--- src/fcs_pkg.sv ---
// Constants, register map and types for the loop clock synth control.
// Assumes a 32-bit AXI4-Lite slave; register index times four is the address.
package fcs_pkg;
   localparam int ADDR_W = 12;
   localparam int IDX_W = 10;
   // Register indices; byte address is four times the index
   localparam logic [IDX_W-1:0] RUN_IDX = 10'h220;
   localparam logic [IDX_W-1:0] RATIO_IDX = 10'h221;
   localparam logic [IDX_W-1:0] NUM_IDX = 10'h222;
   localparam logic [IDX_W-1:0] INTG_IDX = 10'h223;
   localparam logic [IDX_W-1:0] REF_IDX = 10'h224;
   localparam logic [IDX_W-1:0] SW_IDX = 10'h225;
   localparam logic [IDX_W-1:0] DEN_IDX = 10'h226;
   localparam logic [IDX_W-1:0] EFS_IDX = 10'h227;
   localparam logic [IDX_W-1:0] GATE_IDX = 10'h228;
   localparam logic [IDX_W-1:0] EVT_IDX = 10'h229;
   // Field positions
   localparam int RUN_BIT = 0;
   localparam int OUTDIV_LSB = 8;
   localparam int VCO_LSB = 0;
   localparam int N_LSB = 5;
   localparam int GAIN_LSB = 0;
   localparam int PRESC_LSB = 3;
   localparam int LOWREF_BIT = 2;
   localparam int SRC_LSB = 0;
   localparam int STS_LSB = 2;
   localparam int APPLY_BIT = 0;
   localparam int DITHER_LSB = 1;
   localparam int FRAC_BIT = 0;
   localparam int GATE_BIT = 0;
   localparam int GPIO_SEL_BIT = 1;
   localparam int DONE_BIT = 0;
   // Values after reset
   localparam logic [9:0] N_RST = 10'h2EE;
   localparam logic [5:0] OUTDIV_RST = 6'h00;
   localparam logic [2:0] VCO_RST = 3'h0;
   localparam logic [3:0] GAIN_RST = 4'h0;
   localparam logic [1:0] PRESC_RST = 2'h0;
   localparam logic LOWREF_RST = 1'h1;
   localparam logic [1:0] SRC_RST = 2'h0;
   localparam logic [15:0] NUM_RST = 16'h0000;
   localparam logic [15:0] DEN_RST = 16'h0000;
   localparam logic [1:0] DITHER_RST = 2'h1;
   localparam logic FRAC_RST = 1'h0;
   // Extra cycles a write waits while the core clock gate is set
   localparam logic [1:0] WR_SYNC_CYC = 2'h2;
   // Reference codes
   localparam logic [1:0] REF_MCLK_A = 2'h0;
   localparam logic [1:0] REF_MCLK_B = 2'h1;
   localparam logic [1:0] REF_FRAME_A = 2'h2;
   localparam logic [1:0] REF_BIT_A = 2'h3;
   localparam logic [1:0] RESP_OKAY = 2'h0;
   localparam logic [1:0] RESP_SLVERR = 2'h2;

   typedef struct packed {
      logic [1:0] src;
      logic [1:0] presc;
      logic low_ref;
      logic [5:0] outdiv;
      logic [2:0] vco;
      logic [15:0] num;
      logic [9:0] n;
      logic [3:0] gain;
      logic [15:0] den;
      logic [1:0] dither;
      logic frac;
   } fcs_cfg_t;

   typedef enum logic {ST_IDLE, ST_SWITCH} fcs_sw_t;
endpackage

--- src/fcs_ref_if.sv ---
// Carrier for synchronised reference rising edges.
// Driven by the reference synchroniser, read by the control core.
`timescale 1ns/1ns
`default_nettype none
interface fcs_ref_if;
   logic [3:0] rise;
   modport src (output rise);
   modport dst (input rise);
endinterface
`default_nettype wire

--- src/fcs_ctrl.sv ---
// Control core of the loop clock synth: register slave, shadowed config,
// glitch-free reference switch and switch-done event.
// Assumes one aclk domain; reference pins arrive asynchronously.
//
// Decided for this implementation: the AXI4-Lite slave port.
`timescale 1ns/1ns
`default_nettype none
// Overview of operation
// - Registers work ungated; gated writes are synchronised
// - Reference picked from four inputs by select
// - Run bit starts and stops the loop
// - Running writes shadowed until apply written
// - Active reference readable in status field
// - Switch completion raises done event and output
// - Oscillator is reference times N.K times ratio
// - N, numerator, denominator plain unsigned integers
// - Output ratio code n divides by n+1
// - Error gain is two to the code, clamped at code eight
// - Integer multiplier ten bits, reset 2EEh
// - Reference codes: A, B, frame, bit clock
// - Denominator sixteen bits, reset zero
// - Fractional enable selects mode, reset zero
module fcs_ctrl import fcs_pkg::*; (
   // Clock and reset
   input wire logic aclk,
   input wire logic aresetn,
   // AXI4-Lite write address and data
   input wire logic [ADDR_W-1:0] s_axi_awaddr,
   input wire logic s_axi_awvalid,
   output logic s_axi_awready,
   input wire logic [31:0] s_axi_wdata,
   input wire logic [3:0] s_axi_wstrb,
   input wire logic s_axi_wvalid,
   output logic s_axi_wready,
   // AXI4-Lite write response
   output logic [1:0] s_axi_bresp,
   output logic s_axi_bvalid,
   input wire logic s_axi_bready,
   // AXI4-Lite read
   input wire logic [ADDR_W-1:0] s_axi_araddr,
   input wire logic s_axi_arvalid,
   output logic s_axi_arready,
   output logic [31:0] s_axi_rdata,
   output logic [1:0] s_axi_rresp,
   output logic s_axi_rvalid,
   input wire logic s_axi_rready,
   // Reference pins
   input wire logic master_clk_in_a,
   input wire logic master_clk_in_b,
   input wire logic frame_clk_in_a,
   input wire logic bit_clk_in_a,
   // Active loop configuration towards the analog loop
   output logic loop_run,
   output logic ref_tick,
   output logic [1:0] loop_ref_active_status,
   output logic [4:0] vco_mult,
   output logic [6:0] out_ratio,
   output logic [9:0] loop_integer_mult,
   output logic [15:0] loop_frac_numerator,
   output logic [15:0] loop_frac_denominator,
   output logic loop_fractional_on,
   output logic [1:0] loop_dither_select,
   output logic [8:0] err_gain_mult,
   output logic loop_low_ref_mode,
   // Switch-done event
   output logic switch_done_pulse,
   output logic loop_switch_done_flag,
   output logic switch_gpio
);
   fcs_ref_if refs ();
   fcs_cfg_t cfg_q, cfg_d, act_q;
   fcs_sw_t st_q;
   logic aw_have_q, w_have_q, awready_q, wready_q, bvalid_q;
   logic [1:0] bresp_q, rresp_q;
   logic arready_q, rvalid_q;
   logic [31:0] rdata_q, wdata_q;
   logic [3:0] wstrb_q;
   logic [IDX_W-1:0] aw_idx_q;
   logic [1:0] sync_cnt_q, pend_src_q;
   logic run_q, gate_q, gpio_sel_q, flag_q, seen_old_q, done_q;
   logic [2:0] pcnt_q;
   logic tick_q, gpio_q;
   logic [4:0] vco_mult_q;
   logic [6:0] out_ratio_q;
   logic [8:0] gain_q;

   // Rising edges of A, B, frame and bit clock in code order
   fcs_ref_sync u_sync (
      .aclk(aclk),
      .aresetn(aresetn),
      .ref_pins({bit_clk_in_a, frame_clk_in_a, master_clk_in_b,
         master_clk_in_a}),
      .refs(refs)
   );

   function automatic logic [15:0] merge16(input logic [15:0] old,
         input logic [31:0] nw, input logic [3:0] strb);
      merge16 = {strb[1] ? nw[15:8] : old[15:8],
         strb[0] ? nw[7:0] : old[7:0]};
   endfunction

   // Write path
   wire both_w = aw_have_q & w_have_q & ~bvalid_q;
   // Gated writes wait out a synchroniser delay into the core domain
   wire commit_w = both_w & (~gate_q | (sync_cnt_q == WR_SYNC_CYC));
   wire [1:0] sync_cnt_d = (both_w & ~commit_w) ?
      sync_cnt_q + 2'h1 : 2'h0;
   wire hit = (aw_idx_q >= RUN_IDX) && (aw_idx_q <= EVT_IDX);
   wire wr_run = commit_w && aw_idx_q == RUN_IDX;
   wire wr_ratio = commit_w && aw_idx_q == RATIO_IDX;
   wire wr_num = commit_w && aw_idx_q == NUM_IDX;
   wire wr_intg = commit_w && aw_idx_q == INTG_IDX;
   wire wr_ref = commit_w && aw_idx_q == REF_IDX;
   wire wr_sw = commit_w && aw_idx_q == SW_IDX;
   wire wr_den = commit_w && aw_idx_q == DEN_IDX;
   wire wr_efs = commit_w && aw_idx_q == EFS_IDX;
   wire wr_gate = commit_w && aw_idx_q == GATE_IDX;
   wire wr_evt = commit_w && aw_idx_q == EVT_IDX;
   wire [15:0] m_ratio = merge16({2'h0, cfg_q.outdiv, 5'h00, cfg_q.vco},
      wdata_q, wstrb_q);
   wire [15:0] m_intg = merge16({1'h0, cfg_q.n, 1'h0, cfg_q.gain},
      wdata_q, wstrb_q);
   wire [15:0] m_ref = merge16({11'h000, cfg_q.presc, cfg_q.low_ref,
      cfg_q.src}, wdata_q, wstrb_q);
   // Writing zero to apply does nothing
   wire apply_w = wr_sw & wstrb_q[0] & wdata_q[APPLY_BIT];
   wire clr_w = wr_evt & wstrb_q[0] & wdata_q[DONE_BIT];

   always_comb begin
      cfg_d = cfg_q;
      // Stored fields always take writes; active copy is separate
      if (wr_ratio) begin
         cfg_d.outdiv = m_ratio[OUTDIV_LSB +: 6];
         cfg_d.vco = m_ratio[VCO_LSB +: 3];
      end
      if (wr_num) cfg_d.num = merge16(cfg_q.num, wdata_q, wstrb_q);
      if (wr_intg) begin
         cfg_d.n = m_intg[N_LSB +: 10];
         cfg_d.gain = m_intg[GAIN_LSB +: 4];
      end
      if (wr_ref) begin
         cfg_d.presc = m_ref[PRESC_LSB +: 2];
         cfg_d.low_ref = m_ref[LOWREF_BIT];
         cfg_d.src = m_ref[SRC_LSB +: 2];
      end
      if (wr_den) cfg_d.den = merge16(cfg_q.den, wdata_q, wstrb_q);
      if (wr_efs && wstrb_q[0]) begin
         cfg_d.dither = wdata_q[DITHER_LSB +: 2];
         cfg_d.frac = wdata_q[FRAC_BIT];
      end
   end

   // Read path
   wire [IDX_W-1:0] ar_idx = s_axi_araddr[ADDR_W-1:2];
   wire ar_hs = s_axi_arvalid & arready_q;
   wire ar_hit = (ar_idx >= RUN_IDX) && (ar_idx <= EVT_IDX);
   logic [15:0] rd_word;
   always_comb begin
      rd_word = 16'h0000;
      if (ar_idx == RUN_IDX) rd_word[RUN_BIT] = run_q;
      else if (ar_idx == RATIO_IDX)
         rd_word = {2'h0, cfg_q.outdiv, 5'h00, cfg_q.vco};
      else if (ar_idx == NUM_IDX) rd_word = cfg_q.num;
      else if (ar_idx == INTG_IDX)
         rd_word = {1'h0, cfg_q.n, 1'h0, cfg_q.gain};
      else if (ar_idx == REF_IDX)
         rd_word = {11'h000, cfg_q.presc, cfg_q.low_ref, cfg_q.src};
      else if (ar_idx == SW_IDX)
         rd_word[STS_LSB +: 2] = act_q.src;
      else if (ar_idx == DEN_IDX) rd_word = cfg_q.den;
      else if (ar_idx == EFS_IDX)
         rd_word = {13'h0000, cfg_q.dither, cfg_q.frac};
      else if (ar_idx == GATE_IDX)
         rd_word = {14'h0000, gpio_sel_q, gate_q};
      else if (ar_idx == EVT_IDX) rd_word[DONE_BIT] = flag_q;
   end

   always_ff @(posedge aclk) begin
      if (!aresetn) begin
         aw_have_q <= 1'h0;
         w_have_q <= 1'h0;
         awready_q <= 1'h1;
         wready_q <= 1'h1;
         bvalid_q <= 1'h0;
         bresp_q <= RESP_OKAY;
         aw_idx_q <= '0;
         wdata_q <= 32'h00000000;
         wstrb_q <= 4'h0;
         sync_cnt_q <= 2'h0;
      end else begin
         sync_cnt_q <= sync_cnt_d;
         if (s_axi_awvalid && awready_q) begin
            aw_have_q <= 1'h1;
            awready_q <= 1'h0;
            aw_idx_q <= s_axi_awaddr[ADDR_W-1:2];
         end
         if (s_axi_wvalid && wready_q) begin
            w_have_q <= 1'h1;
            wready_q <= 1'h0;
            wdata_q <= s_axi_wdata;
            wstrb_q <= s_axi_wstrb;
         end
         if (commit_w) begin
            bvalid_q <= 1'h1;
            bresp_q <= hit ? RESP_OKAY : RESP_SLVERR;
         end else if (bvalid_q && s_axi_bready) begin
            bvalid_q <= 1'h0;
            aw_have_q <= 1'h0;
            w_have_q <= 1'h0;
            awready_q <= 1'h1;
            wready_q <= 1'h1;
         end
      end
   end

   always_ff @(posedge aclk) begin
      if (!aresetn) begin
         arready_q <= 1'h1;
         rvalid_q <= 1'h0;
         rdata_q <= 32'h00000000;
         rresp_q <= RESP_OKAY;
      end else if (ar_hs) begin
         arready_q <= 1'h0;
         rvalid_q <= 1'h1;
         rdata_q <= {16'h0000, rd_word};
         rresp_q <= ar_hit ? RESP_OKAY : RESP_SLVERR;
      end else if (rvalid_q && s_axi_rready) begin
         arready_q <= 1'h1;
         rvalid_q <= 1'h0;
      end
   end

   // Control bits and stored configuration
   always_ff @(posedge aclk) begin
      if (!aresetn) begin
         run_q <= 1'h0;
         gate_q <= 1'h0;
         gpio_sel_q <= 1'h0;
         cfg_q <= '{SRC_RST, PRESC_RST, LOWREF_RST, OUTDIV_RST, VCO_RST,
            NUM_RST, N_RST, GAIN_RST, DEN_RST, DITHER_RST, FRAC_RST};
      end else begin
         cfg_q <= cfg_d;
         if (wr_run && wstrb_q[0]) run_q <= wdata_q[RUN_BIT];
         if (wr_gate && wstrb_q[0]) begin
            gate_q <= wdata_q[GATE_BIT];
            gpio_sel_q <= wdata_q[GPIO_SEL_BIT];
         end
      end
   end

   // Reference switch sequencing
   wire done_set = (st_q == ST_SWITCH) & run_q & seen_old_q &
      refs.rise[pend_src_q];
   always_ff @(posedge aclk) begin
      if (!aresetn) begin
         st_q <= ST_IDLE;
         act_q <= '{SRC_RST, PRESC_RST, LOWREF_RST, OUTDIV_RST, VCO_RST,
            NUM_RST, N_RST, GAIN_RST, DEN_RST, DITHER_RST, FRAC_RST};
         pend_src_q <= SRC_RST;
         seen_old_q <= 1'h0;
      end else begin
         case (st_q)
            ST_IDLE: begin
               if (!run_q) begin
                  act_q <= cfg_q;
               end else if (apply_w) begin
                  // Old source stays in use until the new one is seen
                  act_q <= '{act_q.src, cfg_q.presc, cfg_q.low_ref,
                     cfg_q.outdiv, cfg_q.vco, cfg_q.num, cfg_q.n,
                     cfg_q.gain, cfg_q.den, cfg_q.dither,
                     cfg_q.frac};
                  pend_src_q <= cfg_q.src;
                  seen_old_q <= 1'h0;
                  st_q <= ST_SWITCH;
               end
            end
            ST_SWITCH: begin
               if (!run_q) begin
                  st_q <= ST_IDLE;
               end else begin
                  // Relies on both references still toggling
                  if (refs.rise[act_q.src]) seen_old_q <= 1'h1;
                  if (done_set) begin
                     act_q.src <= pend_src_q;
                     st_q <= ST_IDLE;
                  end
               end
            end
            default: st_q <= ST_IDLE;
         endcase
      end
   end

   // Divided reference and derived ratios
   wire rise_cur = refs.rise[act_q.src];
   wire [2:0] pmask = 3'((4'h1 << act_q.presc) - 4'h1);
   wire tick_d = run_q & rise_cur & ((pcnt_q & pmask) == pmask);
   wire [4:0] vco_d = act_q.vco[2] ? 5'h10 :
      5'(5'h1 << act_q.vco[1:0]);
   wire [6:0] ratio_d = {1'h0, act_q.outdiv} + 7'h01;
   // Codes above eight are undefined; clamp to the top gain
   wire [8:0] gain_d = (act_q.gain > 4'h8) ? 9'h100 :
      9'(9'h001 << act_q.gain);
   // Set wins over a clear in the same cycle
   wire flag_d = (flag_q & ~clr_w) | done_set;

   always_ff @(posedge aclk) begin
      if (!aresetn) begin
         pcnt_q <= 3'h0;
         tick_q <= 1'h0;
         vco_mult_q <= 5'h01;
         out_ratio_q <= 7'h01;
         gain_q <= 9'h001;
         flag_q <= 1'h0;
         done_q <= 1'h0;
         gpio_q <= 1'h0;
      end else begin
         pcnt_q <= !run_q ? 3'h0 : (rise_cur ? pcnt_q + 3'h1 : pcnt_q);
         tick_q <= tick_d;
         vco_mult_q <= vco_d;
         out_ratio_q <= ratio_d;
         gain_q <= gain_d;
         flag_q <= flag_d;
         done_q <= done_set;
         gpio_q <= gpio_sel_q ? flag_d : done_set;
      end
   end

   assign s_axi_awready = awready_q;
   assign s_axi_wready = wready_q;
   assign s_axi_bvalid = bvalid_q;
   assign s_axi_bresp = bresp_q;
   assign s_axi_arready = arready_q;
   assign s_axi_rvalid = rvalid_q;
   assign s_axi_rdata = rdata_q;
   assign s_axi_rresp = rresp_q;
   assign loop_run = run_q;
   assign ref_tick = tick_q;
   assign loop_ref_active_status = act_q.src;
   assign vco_mult = vco_mult_q;
   assign out_ratio = out_ratio_q;
   assign loop_integer_mult = act_q.n;
   assign loop_frac_numerator = act_q.num;
   assign loop_frac_denominator = act_q.den;
   assign loop_fractional_on = act_q.frac;
   assign loop_dither_select = act_q.dither;
   assign err_gain_mult = gain_q;
   assign loop_low_ref_mode = act_q.low_ref;
   assign switch_done_pulse = done_q;
   assign loop_switch_done_flag = flag_q;
   assign switch_gpio = gpio_q;

   // Checks
   gated_delay_a: assert property (@(posedge aclk) disable iff (!aresetn)
      (both_w && gate_q && sync_cnt_q == 2'h0) |->
      !commit_w ##1 !commit_w ##1 commit_w)
      else $error("gated write not delayed by two cycles");
   ungated_fast_a: assert property (@(posedge aclk) disable iff (!aresetn)
      (both_w && !gate_q) |-> commit_w ##1 bvalid_q)
      else $error("ungated write not committed at once");
   idle_follow_a: assert property (@(posedge aclk) disable iff (!aresetn)
      (!run_q && st_q == ST_IDLE) |=> act_q == $past(cfg_q))
      else $error("stopped loop does not follow stored config");
   shadow_hold_a: assert property (@(posedge aclk) disable iff (!aresetn)
      (run_q && st_q == ST_IDLE && !apply_w) |=> $stable(act_q))
      else $error("active config changed without apply");
   status_read_a: assert property (@(posedge aclk) disable iff (!aresetn)
      (ar_hs && ar_idx == SW_IDX) |=> s_axi_rvalid &&
      s_axi_rdata[3:2] == $past(act_q.src) && !s_axi_rdata[0])
      else $error("status read wrong");
   done_event_a: assert property (@(posedge aclk) disable iff (!aresetn)
      done_set |=> switch_done_pulse && loop_switch_done_flag &&
      loop_ref_active_status == $past(pend_src_q))
      else $error("switch completion not signalled");
   switch_wait_a: assert property (@(posedge aclk) disable iff (!aresetn)
      (st_q == ST_SWITCH && !done_set) |=> $stable(act_q.src))
      else $error("reference changed before new edge");
   ratio_map_a: assert property (@(posedge aclk) disable iff (!aresetn)
      (act_q.vco[2] && act_q.outdiv == 6'h07) |=>
      vco_mult == 5'h10 && out_ratio == 7'h08)
      else $error("ratio decode wrong");
   gain_map_a: assert property (@(posedge aclk) disable iff (!aresetn)
      (act_q.gain == 4'h5) |=> err_gain_mult == 9'h020)
      else $error("gain decode wrong");
endmodule
`default_nettype wire

--- src/fcs_ref_sync.sv ---
// Two-flop synchronisers and rise detectors for the four reference pins.
// Assumes references are well below half the aclk rate.
`timescale 1ns/1ns
`default_nettype none
module fcs_ref_sync import fcs_pkg::*; (
   // Clock and reset
   input wire logic aclk,
   input wire logic aresetn,
   // Reference pins, indexed by reference code
   input wire logic [3:0] ref_pins,
   // Rising edges out
   fcs_ref_if.src refs
);
   logic [3:0] s1_q;
   logic [3:0] s2_q;
   logic [3:0] s3_q;

   genvar i;
   generate
      for (i = 0; i < 4; i++) begin : g_ref
         always_ff @(posedge aclk) begin
            if (!aresetn) begin
               s1_q[i] <= 1'h0;
               s2_q[i] <= 1'h0;
               s3_q[i] <= 1'h0;
            end else begin
               s1_q[i] <= ref_pins[i];
               s2_q[i] <= s1_q[i];
               s3_q[i] <= s2_q[i];
            end
         end
         // Edge detector looks only past the first flop
         assign refs.rise[i] = s2_q[i] & ~s3_q[i];
      end
   endgenerate
endmodule
`default_nettype wire

--- config.mk ---
export PLATFORM = sky130hd
export DESIGN_NAME = fcs_ctrl
export DESIGN_NICKNAME = d
export VERILOG_FILES = /design/src/fcs_pkg.sv /design/src/fcs_ref_if.sv /design/src/fcs_ctrl.sv /design/src/fcs_ref_sync.sv
export SDC_FILE = /design/constraint.sdc
export NUM_CORES = 1
export LEC_CHECK = 0
export ABC_AREA = 1
export ABC_CLOCK_PERIOD_IN_PS = 2800
export BUFFER_PORTS_ARGS = -buffer_cell sky130_fd_sc_hd__buf_2
export CAP_MARGIN = 0
export CORE_AREA = 2 2 155 157
export CTS_CLUSTER_DIAMETER = 50
export DETAILED_ROUTE_END_ITERATION = 16
export DIE_AREA = 0 0 157 159
export PLACE_DENSITY = 0.61
export SYNTH_ARGS = -nofsm -noshare
export SYNTH_HDL_FRONTEND = slang
export SYNTH_SLANG_ARGS = --single-unit
--- constraint.sdc ---
create_clock -name aclk -period 2.8 [get_ports aclk]
set_input_delay 0.28 -clock aclk [delete_from_list [all_inputs] [get_ports aclk]]
set_output_delay 0.28 -clock aclk [all_outputs]
set_load 0.01 [all_outputs]
=== After elaboration in Yosys (flattened, before gate mapping) ===
Index checks and enable logic that the tools add are counted.

* Word-level logic and storage cells: 236
* Output and inout bits: 115
* Bits in registers: 230

* Reduce and logical (&&, ||, !) cells: 38
* Bitwise gates (word level): 32
* Shift operators: 3
* Add/subtract/negate cells: 4
* Eq/ne operators: 29
* $lt $le $gt $ge: 7
* Muxes and demuxes: 56

{| class="wikitable"
|+ Operators by type and width
! cell !! number
|-
| == test 10 bit, second input constant || 20
|-
| 2-to-1 mux 16 bit || 5
|-
| 2-to-1 mux 63 bit || 1
|-
| 2-to-1 mux 61 bit || 1
|-
| 2-to-1 mux 1 bit || 33
|-
| AND reduction 2 bit || 12
|-
| >= comparator 10 bit, second input constant || 2
|-
| less-or-equal comparator 10 bit, second input constant || 2
|-
| bitwise AND 1 bit || 19
|-
| logical AND 1 bit || 19
|-
| 2-to-1 mux 15 bit || 1
|-
| 2-to-1 mux 12 bit || 1
|-
| 2-to-1 mux 2 bit || 6
|-
| inverter 1 bit || 10
|-
| 2-to-1 mux 9 bit || 1
|-
| left shift 1 x 4 -> 9 bit, first input constant || 1
|-
| inequality test 2 x 1 -> 1 bit, second input constant || 4
|-
| adder 6 x 1 -> 7 bit, second input constant || 1
|-
| < comparator 2 x 3 -> 1 bit, second input constant || 2
|-
| inequality test 2 bit, second input constant || 3
|-
| AND reduction 3 bit || 2
|-
| 2-to-1 mux 5 bit || 1
|-
| left shift 1 x 2 -> 5 bit, first input constant || 1
|-
| binary-select mux 1 bit (select 2 bit) || 2
|-
| 15 further kinds || 19
|}

=== Longest topological paths before layout ===
* Depth after elaboration: 11
* Depth in mapped cells: 15
* Depth with buffers taken out: 15

=== Hierarchy ===
Synthesis repeated with hierarchy kept, for this count alone.

* Cells, all modules: 1142
* Area, all modules: 9076.2 µm²

{| class="wikitable"
|+ Modules (own cells, without submodules)
! module !! instances !! area each (µm²) !! cells an instance
|-
| fcs_ctrl || 1 || 8704.6 || 1097
|-
| fcs_ref_sync || 1 || 371.6 || 45
|}

=== Least setup slack after synthesis ===
OpenSTA, ideal clock, no wires.

* Path type: register to register
* Start point: reg sync_cnt_q[0]
* End point: reg act_q (netlist bit loop_frac_numerator[0])
* Library setup time: 118 ps
* Data arrival time: 1524 ps
* Stages on the path, launching flop included: 11
* Slack: 1158 ps
* Period minus slack after synthesis: 1642 ps
* Cells stage by stage: dfxtp_1 inv_1 ha_1 o21ai_2 inv_2 nand4_1 nand2_1 buf_6 buf_6 o21ai_1 a21oi_2

* Cells in the longest elaborated chain, start to end: 8

{| class="wikitable"
|+ Ends and longest elaborated chain
! item !! RTL line !! source
|-
| from (decl) || fcs_ctrl.sv:79 || <nowiki>logic [1:0] sync_cnt_q, pend_src_q;</nowiki>
|-
| from (signal assigned) || fcs_ctrl.sv:191 || <nowiki>sync_cnt_q <= sync_cnt_d;</nowiki>
|-
| == test 2 bit || fcs_ctrl.sv:105 || <nowiki>wire commit_w = both_w & (~gate_q | (sync_cnt_q == WR_SYNC_CYC));</nowiki>
|-
| bitwise OR 1 bit || fcs_ctrl.sv:105 ||
|-
| bitwise AND 1 bit || fcs_ctrl.sv:105 ||
|-
| logical AND 1 bit || fcs_ctrl.sv:114 || <nowiki>wire wr_sw = commit_w && aw_idx_q == SW_IDX;</nowiki>
|-
| bitwise AND 1 bit (2 in series) || fcs_ctrl.sv:126 || <nowiki>wire apply_w = wr_sw & wstrb_q[0] & wdata_q[APPLY_BIT];</nowiki>
|-
| inequality test 2 x 1 -> 1 bit (no line) || n/a ||
|-
| AND reduction 2 bit (no line) || n/a ||
|-
| to (signal assigned) || fcs_ctrl.sv:257 || <nowiki>act_q <= '{SRC_RST, PRESC_RST, LOWREF_RST, OUTDIV_RST, VCO_RST,</nowiki>
|-
| to (signal assigned) || fcs_ctrl.sv:265 || <nowiki>act_q <= cfg_q;</nowiki>
|-
| to (signal assigned) || fcs_ctrl.sv:268 || <nowiki>act_q <= '{act_q.src, cfg_q.presc, cfg_q.low_ref,</nowiki>
|-
| to (decl) || fcs_ctrl.sv:71 || <nowiki>fcs_cfg_t cfg_q, cfg_d, act_q;</nowiki>
|}

Every way passes these cells.
A chain may end at the register's enable or synchronous reset.

=== Worst setup path after layout ===
* Start point: reg sync_cnt_q[0]
* End point: reg act_q[56] in the netlist's numbering

Same word-level chain as after synthesis.

==> impl_metrics.yaml <==
placement:
  post_dp_cell_area_um2: 9730
  post-place-ws_ns: 0.698
  dp_hpwl_mm: 17.2
  routabilityCongestion: 0.845
  port_buffers: 145
clock_network:
  postCtsHoldBufs: 7
  clock_sinks: 228
  numCtsBuffers: 26
  htreeDepth: 1
  cts_resized: 0
  cts_setup_buffers: 0
  clk-insertion-delay-late_ns: 0.53
  clk_pin_slew_ns: 0.06
  tritoncts: "built"
  cts-root-buf: "clkbuf_16"
  clock_path_buffers: 3
die:
  fp.dieW_um: 157
  num_rows: 56
  dieArea_um2: 25000
  fp.dieH_um: 159
  coreArea_um2: 23200
  ioPinCount: 186
  initial_utilization: 0.395
sta:
  rsz0062_at_grt: "no"
  final_max_slew_viol_count: 0
  worst_pin_slew_ns: 0.669
  worst_hold_slack_ns: 0.0190
  fin_ws_ns: 0.674
  fin_crit_sh: 0.759
  setup_viol: 0
  slew_headroom: 0.552
  hold_viol_final: 0
  fmax_mhz: 470
  setup_tns_ns: 0
  fin_worst_skew_ns: 0.0180
  finalCriticalPeriod_ns: 2.13
yosys:
  ys_seq_area_frac: 0.499
  ys_ff_latch: 228
  synth.avg_cell_area_um2: 8.02
  yosys_most_used_dff: "dfxtp_1"
  synthCells: 1141
  syn-cell-area_um2: 9150
  synthDistinctLibCells: 45
  async_reset_ff_frac: 0
  yosysWarnings: 0
  synth_edf_count: 0
power_and_ir_drop:
  p_leak_nw: 4.55
  power_density_nw_per_um2: 644
  vdd_drop_max_uv: 289
setup_path:
  cp_max_fo: 21
  cp-end-kind: "flop"
  crit_family: "buffers and inverters"
  worst-path-buf-inv: 3
  cp.required_ns: 3.24
  path_common_cell: "inv_1"
  cp_slowest_cell: "inv_1"
  crit_chain: "inv_1 > ha_1 > o21ai_2 > inv_2 > nand4_1 > nand2_4 > inv_1 > o21ai_0 > a21oi_1"
  cp_slowest_stage_delay_ns: 0.47
  start_kind: "flop"
  crit_type: "flop to flop"
  cp.arrival_ns: 2.57
layout:
  design_area_um2: 10600
  mostFrequentLayoutCells: "dfxtp_1 (228), buf_2 (144), nand2_1 (137)"
  nets: 1312
  fin_util: 0.457
  area_growth_pct: 15.7
  regArea_um2: 4560
  final_common_cell: "dfxtp_1"
  diodes: 0
  multi_input_area_um2: 3400
  drive_gt1_frac: 0.173
  fill_cells: 2361
min_path:
  hold_path_class: "input port to flop"
route:
  drt-total-wl_mm: 23.8
  dr.pass1.iters: 5
  post_drt_wl_per_cell_um: 15.2
  drt-vias-per-instance: 4.80
  drc: 0
  dr_total_vias: 7525
  drtIter0Drc: 469
  ant_nets: 0
global_route:
  gr-usage-all-layers: 0.188
  grt_start_max_net_pins: 85
  grt.overflow.total: 0
  antenna_found_initial: 0
  grt_pass1_vias: 7072
  grt_first_pass_wirelength_mm: 37.7
job:
  maxCapViolCount: 0
status:
  status: "finished, final reports clean"
[cell usage after synthesis, types with 16 or more instances]
library cell,number,area (um^2)
dfxtp_1,228,4560
nand2_1,138,518
inv_1,135,507
a21oi_1,134,671
nor2_1,106,398
o21ai_0,84,420
buf_4,67,503
o21ai_1,42,210
nand3_1,39,195
a211oi_1,33,248
clkbuf_1,27,101
o211ai_1,16,120
[power breakdown]
group	switching [mW]	internal [mW]	total, mW
registers	0.0430	3.30	3.34
logic	0.219	0.102	0.321
clock network	1.27	1.89	3.16
total	1.53	5.28	6.82
[routing by layer]
layer	GRT usage	wire (um)	share of wire	vias up
li1	-	-	-	3918
met4	0.0538	483	0.020	0
met5	0	0	0	-
met2	0.287	10200	0.43	206
met1	0.264	11300	0.47	3373
met3	0.0468	1790	0.075	28
[flip-flops by register name, summed over array words and instances (netlist names), 7 cells and up]
register               count
cfg_q                     63
loop_frac_denominator     16
loop_frac_numerator       16
s_axi_rdata               16
wdata_q                   16
act_q                     15
aw_idx_q                  10
loop_integer_mult         10
err_gain_mult              9
out_ratio                  7
[worst min-delay path, cell delays in order]
cell	delay (ns)
buf_2	0.08
inv_1	0.03
nand2_1	0.04
a21oi_1	0.05
[kinds of logic after synthesis]
family / share of synthesized area
other: 0.000410
AO/OA/AOI/OAI: 0.206
flip-flops: 0.499
adder cells (fa/ha/maj): 0.00410
buffers and inverters: 0.137
AND/OR/NAND/NOR: 0.153
[stage by stage]
stage	total power [mW]	cells
after floorplan	3.62	1158
after global placement	3.72	1522
after detailed placement	3.72	1522
after CTS	6.89	1569
after global routing	7.06	1569
final	6.82	1569
[final timing paths]
check,cells after the start,end,start,slack (ns)
worst max-delay path,9,act_q[56],sync_cnt_q[0],0.67
worst min-delay path,4,s_axi_rvalid,s_axi_rready,0.02
worst min register to register,2,u_sync.s2_q[0],u_sync.s1_q[0],0.41
worst max register to register,9,act_q[56],sync_cnt_q[0],0.67
[area by class of cell]
type                       count  share of cell area
clock buffer                  34              0.0682
clock inverter                 6             0.00626
inverter                     140              0.0496
multi-input combinational    677               0.321
sequential                   228               0.431
tap                          319              0.0377
timing repair buffer         165              0.0858
No activity file was read; power rests on OpenSTA's default activity.
